<file path="src/shared/rwdt_pkg.sv">
package rwdt_pkg;
  // ----------------------------------------
  // Counter and tap layout
  // ----------------------------------------
  localparam int unsigned COUNT_STAGES = 22;
  localparam logic [1:0] DETECT_TIME_RESET = 2'h0;
  localparam logic ENABLE_RESET = 1'b1;
  localparam logic WARM_RESET = 1'b0;
  localparam logic SYSCLK_OUT_ENABLE_RESET = 1'b1;
  localparam logic [7:0] CLEAR_CODE = 8'h4e;
  localparam logic [7:0] DISABLE_CODE = 8'hb1;
  // Tap stage index per detection select, in half-rate counts (2^n/fc = 2^(n-1) ticks)
  localparam int unsigned TAP_SEL0 = 15;
  localparam int unsigned TAP_SEL1 = 17;
  localparam int unsigned TAP_SEL2 = 19;
  localparam int unsigned TAP_SEL3 = 21;
  // Warm-up exponents, in oscillator periods
  localparam int unsigned WARM_EXP_SHORT = 15;
  localparam int unsigned WARM_EXP_LONG = 17;

  // Mode register image written by software
  typedef struct packed {
    logic enable;
    logic [1:0] detect_time;
  } rwdt_mode_type;

  // Clock mode register image
  typedef struct packed {
    logic warm_long;
    logic clk_out_en;
  } rwdt_clkmode_type;
endpackage : rwdt_pkg

</file>
<file path="src/design/rwdt_top.sv">
`timescale 1ns/1ps
`default_nettype none
// What this block does
// 22-stage counter stepped at half oscillator rate
// Two-bit field picks one of four taps
// Detection field resets to shortest interval
// Overflow raises interrupt, drives alarm low
// Interrupt output is non-maskable, no mask
// Alarm stays low until clear code
// Clear code zeroes counter, counting continues
// Enable bit resets to one
// Disable needs enable cleared then code
// Setting enable bit resumes operation at once
// Software clears counter before overflow
// Counting starts right after reset release
// Idle and stop hold counter reset
// Counting continues during bus release
// Runs in light standby, may disable
// Warm bit selects 2^15 or 2^17 warm-up
// Clock-output enable low stops clock out
// Field codes 00..11 map 2^16..2^22
// Other command values are ignored
module rwdt_top #(
  parameter int unsigned STAGES = rwdt_pkg::COUNT_STAGES
) (
  input wire logic core_clk,
  input wire logic reset,
  input wire logic clk_en,
  input wire logic mode_wr,
  input wire rwdt_pkg::rwdt_mode_type mode_wdata,
  input wire logic cmd_wr,
  input wire logic [7:0] cmd_wdata,
  input wire logic clkmode_wr,
  input wire rwdt_pkg::rwdt_clkmode_type clkmode_wdata,
  input wire logic deep_standby,
  input wire logic bus_grant_out_n,
  input wire logic sysclk_in,
  output logic runaway_interrupt,
  output logic runaway_alarm_out_n,
  output logic watchdog_active,
  output rwdt_pkg::rwdt_mode_type watchdog_mode_reg,
  output rwdt_pkg::rwdt_clkmode_type clock_mode_reg,
  output logic [17:0] warmup_cycles,
  output logic sysclk_out
);
  import rwdt_pkg::*;

  // ----------------------------------------
  // State
  // ----------------------------------------
  // Counter is zeroed while disarmed, so re-enabling starts a full interval
  logic [STAGES-1:0] count_ff, nxt_count;
  logic prescale_ff, nxt_prescale;
  logic armed_ff, nxt_armed;
  logic alarm_n_ff, nxt_alarm_n;
  logic irq_ff, nxt_irq;
  logic tap_prev_ff, nxt_tap_prev;
  rwdt_mode_type mode_ff, nxt_mode;
  rwdt_clkmode_type clkm_ff, nxt_clkm;
  logic [17:0] warm_ff, nxt_warm;
  logic sclk_ff, nxt_sclk;
  logic tap;

  // Tap decode, shared by the edge detector and assertions
  function automatic logic tap_of(input logic [STAGES-1:0] c, input logic [1:0] sel);
    case (sel)
      2'h0: tap_of = c[TAP_SEL0];
      2'h1: tap_of = c[TAP_SEL1];
      2'h2: tap_of = c[TAP_SEL2];
      default: tap_of = c[TAP_SEL3];
    endcase
  endfunction : tap_of

  assign tap = tap_of(count_ff, mode_ff.detect_time);

  // ----------------------------------------
  // Next-state logic
  // ----------------------------------------
  always_comb begin
    nxt_count = count_ff;
    nxt_prescale = prescale_ff;
    nxt_armed = armed_ff;
    nxt_alarm_n = alarm_n_ff;
    nxt_irq = 1'b0;
    nxt_tap_prev = tap;
    nxt_mode = mode_ff;
    nxt_clkm = clkm_ff;
    // Register writes
    if (mode_wr) begin
      nxt_mode = mode_wdata;
      if (mode_wdata.enable) begin
        nxt_armed = 1'b1;
      end
    end
    if (clkmode_wr) begin
      nxt_clkm = clkmode_wdata;
    end
    // Half-rate tick; bus grant state is deliberately not looked at
    nxt_prescale = ~prescale_ff;
    if (armed_ff && prescale_ff) begin
      nxt_count = count_ff + 1'b1;
    end
    if (!armed_ff) begin
      nxt_count = '0;
    end
    // Overflow on rising edge of selected stage
    // Deep standby must not start an alarm on the edge it is entered
    if (armed_ff && tap && !tap_prev_ff && !deep_standby) begin
      nxt_irq = 1'b1;
      nxt_alarm_n = 1'b0;
    end
    // Clear wins over a same-cycle overflow, so software never loses the race
    if (cmd_wr) begin
      if (cmd_wdata == CLEAR_CODE) begin
        nxt_count = '0;
        nxt_prescale = 1'b0;
        nxt_alarm_n = 1'b1;
        nxt_irq = 1'b0;
      end else if (cmd_wdata == DISABLE_CODE && !mode_ff.enable && !mode_wr) begin
        // Refused while the enable bit is set or being rewritten
        nxt_armed = 1'b0;
      end
      // Any other value leaves state untouched
    end
    // Deep standby holds the counter in reset
    if (deep_standby) begin
      nxt_count = '0;
      nxt_prescale = 1'b0;
      nxt_tap_prev = 1'b0;
      nxt_irq = 1'b0;
    end
  end

  // Warm-up count and clock-out gating
  // The warm-up count is only presented; the standby sequencer times it
  always_comb begin
    nxt_warm = clkm_ff.warm_long ? 18'(1 << WARM_EXP_LONG) : 18'(1 << WARM_EXP_SHORT);
    nxt_sclk = clkm_ff.clk_out_en & sysclk_in;
  end

  // ----------------------------------------
  // Registers
  // ----------------------------------------
  always_ff @(posedge core_clk) begin
    if (reset) begin
      count_ff <= '0;
      prescale_ff <= 1'b0;
      armed_ff <= ENABLE_RESET;
      alarm_n_ff <= 1'b1;
      irq_ff <= 1'b0;
      tap_prev_ff <= 1'b0;
      mode_ff <= '{enable: ENABLE_RESET, detect_time: DETECT_TIME_RESET};
      clkm_ff <= '{warm_long: WARM_RESET, clk_out_en: SYSCLK_OUT_ENABLE_RESET};
      warm_ff <= '0;
      sclk_ff <= 1'b0;
    end else if (clk_en) begin
      count_ff <= nxt_count;
      prescale_ff <= nxt_prescale;
      armed_ff <= nxt_armed;
      alarm_n_ff <= nxt_alarm_n;
      irq_ff <= nxt_irq;
      tap_prev_ff <= nxt_tap_prev;
      mode_ff <= nxt_mode;
      clkm_ff <= nxt_clkm;
      warm_ff <= nxt_warm;
      sclk_ff <= nxt_sclk;
    end
  end

  assign runaway_interrupt = irq_ff;
  assign runaway_alarm_out_n = alarm_n_ff;
  assign watchdog_active = armed_ff;
  assign watchdog_mode_reg = mode_ff;
  assign clock_mode_reg = clkm_ff;
  assign warmup_cycles = warm_ff;
  assign sysclk_out = sclk_ff;

  // ----------------------------------------
  // Assertions
  // ----------------------------------------
  a_clear_releases: assert property (@(posedge core_clk) disable iff (reset)
    (clk_en && cmd_wr && cmd_wdata == CLEAR_CODE) |=> runaway_alarm_out_n && count_ff == '0)
    else $error("clear code did not release alarm");
  a_alarm_holds: assert property (@(posedge core_clk) disable iff (reset)
    (!runaway_alarm_out_n && !(clk_en && cmd_wr && cmd_wdata == CLEAR_CODE))
      |=> !runaway_alarm_out_n)
    else $error("alarm released without clear code");
  a_irq_with_alarm: assert property (@(posedge core_clk) disable iff (reset)
    runaway_interrupt |-> !runaway_alarm_out_n)
    else $error("interrupt without alarm");
  a_standby_hold: assert property (@(posedge core_clk) disable iff (reset)
    (clk_en && deep_standby) |=> count_ff == '0)
    else $error("counter moved in deep standby");
  a_disable_refused: assert property (@(posedge core_clk) disable iff (reset)
    (clk_en && cmd_wr && cmd_wdata == DISABLE_CODE && watchdog_mode_reg.enable)
      |=> watchdog_active)
    else $error("disable code accepted with enable bit set");
  a_disable_cond: assert property (@(posedge core_clk) disable iff (reset)
    $fell(watchdog_active) |-> $past(cmd_wr) && $past(cmd_wdata) == DISABLE_CODE
      && !$past(watchdog_mode_reg.enable))
    else $error("watchdog disabled without two-step sequence");
  a_enable_resume: assert property (@(posedge core_clk) disable iff (reset)
    (clk_en && mode_wr && mode_wdata.enable) |=> watchdog_active)
    else $error("enable bit did not resume watchdog");
  a_count_rate: assert property (@(posedge core_clk) disable iff (reset)
    (clk_en && watchdog_active && !deep_standby && count_ff == '0) ##1 clk_en
      |=> count_ff <= STAGES'(1))
    else $error("counter advanced faster than half rate");
  a_other_ignored: assert property (@(posedge core_clk) disable iff (reset)
    (clk_en && cmd_wr && cmd_wdata != CLEAR_CODE && cmd_wdata != DISABLE_CODE && !mode_wr)
      |=> $stable(watchdog_active))
    else $error("stray command changed enable state");
  a_clkout_off: assert property (@(posedge core_clk) disable iff (reset)
    (clk_en && !clock_mode_reg.clk_out_en) |=> !sysclk_out)
    else $error("clock out driven while disabled");

  // ----------------------------------------
  // Pulse, alarm and reset checks
  // ----------------------------------------
  // A longer pulse would be taken twice by the processor
  a_irq_pulse: assert property (@(posedge core_clk) disable iff (reset)
    (clk_en && runaway_interrupt) |=> !runaway_interrupt)
    else $error("interrupt held longer than one cycle");

  // Interrupt only follows a rising tap while armed
  a_irq_cause: assert property (@(posedge core_clk) disable iff (reset)
    $rose(runaway_interrupt) |-> $past(clk_en) && $past(armed_ff) && $past(tap)
      && !$past(tap_prev_ff) && !$past(deep_standby))
    else $error("interrupt without overflow");

  // Alarm drops only together with the interrupt
  a_alarm_cause: assert property (@(posedge core_clk) disable iff (reset)
    $fell(runaway_alarm_out_n) |-> runaway_interrupt)
    else $error("alarm dropped without interrupt");

  // Armed with reset images straight after release, no write needed
  a_reset_values: assert property (@(posedge core_clk)
    $fell(reset) |-> watchdog_mode_reg == {ENABLE_RESET, DETECT_TIME_RESET}
      && watchdog_active && runaway_alarm_out_n && !runaway_interrupt && count_ff == '0)
    else $error("wrong state after reset release");

  // ----------------------------------------
  // Register image checks
  // ----------------------------------------
  // Mode image follows the written value one cycle later
  a_mode_write: assert property (@(posedge core_clk) disable iff (reset)
    (clk_en && mode_wr) |=> watchdog_mode_reg == $past(mode_wdata))
    else $error("mode write not taken");

  // Clock mode image follows the written value one cycle later
  a_clkmode_write: assert property (@(posedge core_clk) disable iff (reset)
    (clk_en && clkmode_wr) |=> clock_mode_reg == $past(clkmode_wdata))
    else $error("clock mode write not taken");

  // Long warm-up selected by a set warm bit
  a_warm_long: assert property (@(posedge core_clk) disable iff (reset)
    (clk_en && clock_mode_reg.warm_long) |=> warmup_cycles == 18'(1 << WARM_EXP_LONG))
    else $error("long warm-up count wrong");

  // Short warm-up selected by a clear warm bit
  a_warm_short: assert property (@(posedge core_clk) disable iff (reset)
    (clk_en && !clock_mode_reg.warm_long) |=> warmup_cycles == 18'(1 << WARM_EXP_SHORT))
    else $error("short warm-up count wrong");

  // Enabled clock out follows the system clock level
  a_clkout_on: assert property (@(posedge core_clk) disable iff (reset)
    (clk_en && clock_mode_reg.clk_out_en) |=> sysclk_out == $past(sysclk_in))
    else $error("clock out not following system clock");

  // A low clock enable freezes every register
  a_freeze_state: assert property (@(posedge core_clk) disable iff (reset)
    !clk_en |=> $stable(count_ff) && $stable(watchdog_mode_reg)
      && $stable(watchdog_active) && $stable(runaway_alarm_out_n))
    else $error("state moved while clock enable low");

  // ----------------------------------------
  // Counting and disable checks
  // ----------------------------------------
  // Bus release must not slow the count, or runaway goes unseen
  a_bus_release: assert property (@(posedge core_clk) disable iff (reset)
    (clk_en && watchdog_active && !bus_grant_out_n && !deep_standby && !cmd_wr
      && prescale_ff) |=> count_ff == STAGES'($past(count_ff) + 1'b1))
    else $error("counter stalled during bus release");

  // Disarmed counter sits at zero
  a_off_zero: assert property (@(posedge core_clk) disable iff (reset)
    (clk_en && !watchdog_active) |=> count_ff == '0)
    else $error("counter moving while disabled");

  // Disable code refused when the mode register is written alongside
  a_disable_with_write: assert property (@(posedge core_clk) disable iff (reset)
    (clk_en && watchdog_active && cmd_wr && cmd_wdata == DISABLE_CODE && mode_wr)
      |=> watchdog_active)
    else $error("disable taken with same-cycle mode write");
endmodule : rwdt_top
`default_nettype wire

</file>
<file path="config.mk">
export PLATFORM = sky130hd
export DESIGN_NAME = rwdt_top
export DESIGN_NICKNAME = d
export VERILOG_FILES = /design/src/shared/rwdt_pkg.sv /design/src/design/rwdt_top.sv
export SDC_FILE = /design/constraint.sdc
export NUM_CORES = 1
export LEC_CHECK = 0
export BUFFER_PORTS_ARGS = -buffer_cell sky130_fd_sc_hd__buf_2
export CELL_PAD_IN_SITES_DETAIL_PLACEMENT = 0
export CELL_PAD_IN_SITES_GLOBAL_PLACEMENT = 1
export CORE_AREA = 3 3 82 76
export CTS_CLUSTER_SIZE = 24
export DETAILED_ROUTE_END_ITERATION = 10
export DIE_AREA = 0 0 85 79
export PLACE_DENSITY_LB_ADDON = 0.1
export SYNTH_ARGS = -nofsm -noshare
export SYNTH_HDL_FRONTEND = slang
export SYNTH_SLANG_ARGS = --single-unit
</file>
<file path="constraint.sdc">
create_clock -name core_clk -period 1.6 [get_ports core_clk]
set_input_delay 0 -clock core_clk [delete_from_list [all_inputs] [get_ports core_clk]]
set_output_delay 0 -clock core_clk [all_outputs]
set_load 0.01 [all_outputs]
</file>
## Word level (Yosys, flattened, before mapping)

Index checks and enable logic that the tools add are counted.

| storage, ports and cells | value |
|---|---|
| bits in registers | 51 |
| input bits | 22 |
| output and inout port bits | 27 |
| word-level logic and storage cells | 55 |

| operators by class | value |
|---|---|
| $add $sub $neg | 1 |
| equal/unequal tests | 4 |
| muxes and demuxes | 23 |
| bitwise operators | 2 |
| reduce and logical (&&, ||, !) cells | 13 |

Operator list:

| cell | number |
|---|---|
| 22-bit 2-to-1 mux | 5 |
| 22-bit by 1-bit adder with 22-bit output, second input constant | 1 |
| 18-bit 2-to-1 mux | 1 |
| 1-bit 2-to-1 mux | 16 |
| 8-bit by 7-bit == test with 1-bit output, second input constant | 1 |
| 8-bit == test, second input constant | 1 |
| 1-bit logical AND | 6 |
| 1-bit logical NOT | 4 |
| 2-bit AND reduction | 2 |
| 1-bit case mux with 3 select lines | 1 |
| 2-bit by 1-bit == test with 1-bit output, second input constant | 1 |
| 2-bit == test, second input constant | 1 |
| 2-bit logical NOT | 1 |
| 1-bit bitwise AND | 1 |
| 1-bit inverter | 1 |

## Longest topological paths before layout

| logic depth | value |
|---|---|
| depth in word-level cells | 9 |
| depth in mapped cells | 6 |
| mapped depth without buffers | 6 |

## Least setup slack after synthesis

OpenSTA, ideal clock, no wires.

| timing | value |
|---|---|
| path type | register to register |
| start | register armed_ff, in the netlist watchdog_active |
| end | register count_ff[19] |
| library setup time | 0.062 ns |
| arrival time | 1.661 ns |
| data required time | 1.538 ns |
| setup slack | -0.123 ns |
| stages on the path, launching flop included | 6 |
| path buffers | 0 |
| period minus slack after synthesis | 1.723 ns |
| cells stage by stage | dfxtp_1 -> nand4_2 -> nor4_4 -> nand3_1 -> or4_1 -> nand3_1 |

| on the way | value |
|---|---|
| word-level cells in the longest chain between the ends | 6 |

Ends and longest elaborated chain:

| what | RTL line | text |
|---|---|---|
| start, declared | rwdt_top.sv:54 | `logic armed_ff, nxt_armed;` |
| start signal, assigned | rwdt_top.sv:159 | `armed_ff <= nxt_armed;` |
| 1-bit logical AND | rwdt_top.sv:100 | `if (armed_ff && prescale_ff) begin` |
| 22-bit 2-to-1 mux | rwdt_top.sv:100 |  |
| 22-bit 2-to-1 mux (*) | rwdt_top.sv:103 | `if (!armed_ff) begin` |
| 22-bit 2-to-1 mux | rwdt_top.sv:114 | `if (cmd_wdata == CLEAR_CODE) begin` |
| 22-bit 2-to-1 mux (*) | rwdt_top.sv:113 | `if (cmd_wr) begin` |
| 22-bit 2-to-1 mux (*) | rwdt_top.sv:126 | `if (deep_standby) begin` |
| end signal, assigned | rwdt_top.sv:157 | `count_ff <= nxt_count;` |
| end, declared | rwdt_top.sv:52 | `logic [STAGES-1:0] count_ff, nxt_count;` |

Mark *: on every way between the ends. The rest lies on a longest branch, timed or not.
A chain may end at the register's enable or synchronous reset.

## Worst setup path after layout

| timing | value |
|---|---|
| start | register count_ff[0] |
| end | register count_ff[16] |

| on the way | value |
|---|---|
| word-level cells in the longest chain between the ends | 6 |

Ends and longest elaborated chain:

| what | RTL line | text |
|---|---|---|
| 22-bit by 1-bit adder with 22-bit output (*) | rwdt_top.sv:101 | `nxt_count = count_ff + 1'b1;` |
| 22-bit 2-to-1 mux (*) | rwdt_top.sv:100 |  |
| 22-bit 2-to-1 mux (*) | rwdt_top.sv:103 |  |
| 22-bit 2-to-1 mux | rwdt_top.sv:114 |  |
| 22-bit 2-to-1 mux (*) | rwdt_top.sv:113 |  |
| 22-bit 2-to-1 mux (*) | rwdt_top.sv:126 |  |

Marks and branches as above.

==> reports/qor.yml <==
sta:
  period_needed_ps: 1570
  timing_max_transition_violations_final: 0
  fmax_mhz: 635
  whs_ps: 4.37
  skew_ps: 3.81
  final_min_period_over_clock_period_pct: 98.4
  grt_setup_unrepaired: "true"
  setup_viol_count_final: 0
  final_hold_viol_count: 0
clocking:
  htree_num_levels: 2
  cts.path.max_buffers: 2
  clock_sink_count: 35
  clock_buffers_created_by_tritoncts: 5
  clockRootBuffer: "sky130_fd_sc_hd__clkbuf_8"
  clkLatencyLatePin_ps: 290
  clk_pin_slew_ps: 80
  cts_tree: "done"
critical_path:
  path_class: "reg -> reg"
  startpoint_type: "flip-flop"
  crit_path_end_kind: "flip-flop"
  crit_arrival_ps: 1800
  worstPathRequired_ps: 1820
  timing.critical_path.fanout_max: 4
grt:
  grt_antenna_before_repair: 0
  pin_count_of_the_biggest_net_entering_global_routing: 20
  first_global_vias: 1745
  globalRouteOverflowTotal: 0
  global_route.usage.total_pct: 14.6
  grt_first_pass_wirelength_mm: 7.93
hold_path:
  hold_class: "in -> reg"
cells_and_area:
  fillers: 518
  drive_above_1_share_pct: 35.8
  nets: 318
  largest_reg_flops: 22
  final_core_utilization_pct: 48.1
  area.growth.synth_to_final_pct: 36.9
  antenna-diode-count: 0
pwr:
  p_leak_nw: 1.11
  power_per_cell_area_nw_per_um2: 799
  ir_drop_v: 0.000397
route:
  vias_per_cell: 4.93
  wirelength_routed_mm: 4.62
  route.vias.total: 1790
  detail_route.first_pass.iterations: 4
  wl_met3_um: 221
  final_antenna_net_count: 0
  wl_on_met1_mm: 2.30
  drt_iter0_markers: 104
  wl_per_cell_um: 12.7
  routed_length_on_met2_mm: 2.02
  maxUsedRoutingLayer: "met4"
  drc_violation_count_after_routing: 0
run_status:
  status: "completed"
floorplanning:
  effective_utilization_at_floorplan_pct: 35.1
  die_w_um: 85
  design.portCount: 49
  chipHeight_um: 79
  dieArea_um2: 6720
  floorplan.core_area_um2: 5350
  total_number_of_placement_rows: 25
logic_synthesis:
  synth.lib_cells_used.distinct: 49
  async_reset_ff_share_pct: 0
  postSynth.topFlopCell: "sky130_fd_sc_hd__dfxtp_1"
  syn_avg_cell_area_um2: 8.50
  number_of_enable_flip_flop_cells_after_synthesis: 0
  ys_seq_area_share_pct: 37.3
  synth-seq-cells: 35
  netlist_instances: 221
  synthesis.area_um2: 1880
  yosys_warnings: 0
placement:
  post-dp-hpwl_mm: 3.37
  io_buffers: 31
  place_congestion: 0.760
run:
  drv.max_cap_violation_count: 0
## metal layers
layer | GRT usage [%] | vias to the layer above
met2 | 22.7 | 55
li1 | - | 920
met4 | 4.91 | 0
met5 | 0 | -
met3 | 3.32 | 7
met1 | 19.8 | 808
## cells in the mapped netlist, types with 2 or more instances
cell type                  count  area (µm²)
sky130_fd_sc_hd__or4_1         2        15.0
sky130_fd_sc_hd__xnor2_1       4        35.0
sky130_fd_sc_hd__and3_1        5        31.3
sky130_fd_sc_hd__a31oi_1       5        31.3
sky130_fd_sc_hd__nor4_4        2        42.5
sky130_fd_sc_hd__a21oi_1      19        95.1
sky130_fd_sc_hd__nor2_1       19        71.3
sky130_fd_sc_hd__o211a_1       2        20.0
sky130_fd_sc_hd__o21ai_0       7        35.0
sky130_fd_sc_hd__nand3_1      16        80.1
sky130_fd_sc_hd__a21o_1        3        22.5
sky130_fd_sc_hd__and4_1        2        17.5
sky130_fd_sc_hd__a211oi_1      2        15.0
sky130_fd_sc_hd__buf_1         2        7.51
sky130_fd_sc_hd__o21ai_1       3        15.0
sky130_fd_sc_hd__nor3_1        6        30.0
sky130_fd_sc_hd__inv_1         4        15.0
sky130_fd_sc_hd__nand4_1       2        12.5
sky130_fd_sc_hd__buf_4        18         135
sky130_fd_sc_hd__xor2_1        3        26.3
sky130_fd_sc_hd__or3_1         2        12.5
sky130_fd_sc_hd__dfxtp_1      35         701
sky130_fd_sc_hd__buf_2         2        10.0
sky130_fd_sc_hd__clkbuf_1      4        15.0
sky130_fd_sc_hd__nand4b_1      4        35.0
sky130_fd_sc_hd__nor4b_1       2        17.5
sky130_fd_sc_hd__mux2i_1       2        20.0
sky130_fd_sc_hd__nand2_1      23        86.3
## cells in the final DEF, fill, tap and decap left out, types with 4 or more instances in the layout
cell / instances
sky130_fd_sc_hd__a31oi_1: 5
sky130_fd_sc_hd__o21ai_1: 5
sky130_fd_sc_hd__xnor2_1: 4
sky130_fd_sc_hd__nand4b_1: 4
sky130_fd_sc_hd__a21oi_1: 19
sky130_fd_sc_hd__dfxtp_2: 10
sky130_fd_sc_hd__dfxtp_1: 23
sky130_fd_sc_hd__nor3_1: 5
sky130_fd_sc_hd__nand3_1: 16
sky130_fd_sc_hd__inv_1: 4
sky130_fd_sc_hd__nand2_1: 23
sky130_fd_sc_hd__buf_2: 31
sky130_fd_sc_hd__o21ai_0: 5
sky130_fd_sc_hd__dlygate4sd3_1: 6
sky130_fd_sc_hd__nor2_1: 18
sky130_fd_sc_hd__buf_4: 40
sky130_fd_sc_hd__and3_1: 5
sky130_fd_sc_hd__conb_1: 16
sky130_fd_sc_hd__clkbuf_8: 5
## power by group
part	switching, mW	internal [mW]	total [mW]
Sequential	0.00989	0.881	0.890
Combinational	0.112	0.0868	0.199
Clock	0.344	0.622	0.966
Total	0.466	1.59	2.06
## cell type report
cell class / instances / area [µm²] / share of cell area (%)
multi-input cells: 170 / 1070 / 41.6
flip-flops and latches: 35 / 721 / 28.0
repair buffers: 79 / 547 / 21.3
well taps: 67 / 83.8 / 3.26
clock buffers: 5 / 68.8 / 2.68
clock inverters: 3 / 67.6 / 2.63
inverters: 4 / 15.0 / 0.584
## final timing paths
| check | start | end | slack [ps] | depth (start not counted) |
|---|---|---|---|---|
| setup / recovery | count_ff[0] | count_ff[16] | 30 | 6 |
| hold / removal | deep_standby | prescale_ff | 4 | 3 |
| setup reg to reg | count_ff[0] | count_ff[16] | 30 | 6 |
| hold reg to reg | sysclk_out | sysclk_out | 470 | 2 |
## per-stage QoR
step	setup TNS [ps]	std cells	total power, mW	setup WS [ps]	area [µm²]
floorplan	-85.2	236	1.04	-50.0	1950
global placement	-5.70	343	1.10	-5.70	2290
detailed placement	-106	343	1.10	-57.6	2290
CTS	-82.4	360	2.09	-62.0	2510
global route	-403	363	2.15	-108	2570
finish	0	363	2.06	25.9	2570
## critical path, cell delays in order, from the launching register on
cell                      delay (ps)
sky130_fd_sc_hd__dfxtp_4         370
sky130_fd_sc_hd__ha_2            170
sky130_fd_sc_hd__nand3_1         110
sky130_fd_sc_hd__nor4_4          300
sky130_fd_sc_hd__nand2_1         110
sky130_fd_sc_hd__or3_1           310
sky130_fd_sc_hd__a21oi_1         130
## kinds of logic after synthesis
group	synth area share, %
multiplexers	2.27
AND/OR/NAND/NOR	29.5
adder cells (fa/ha/maj)	0.666
XOR/XNOR	3.26
other	0.200
AO/OA/AOI/OAI	16.8
flip-flops	37.3
buffers and inverters	9.99
## timing repair
action                                  CTS  global route
buffers inserted                          3             3
hold endpoints to repair                  5             0
pin swaps                                 7             6
gates resized for setup                   4            16
hold buffers                              6             0
endpoints found under the setup margin    3            14
No activity file was read; power rests on OpenSTA's default activity.
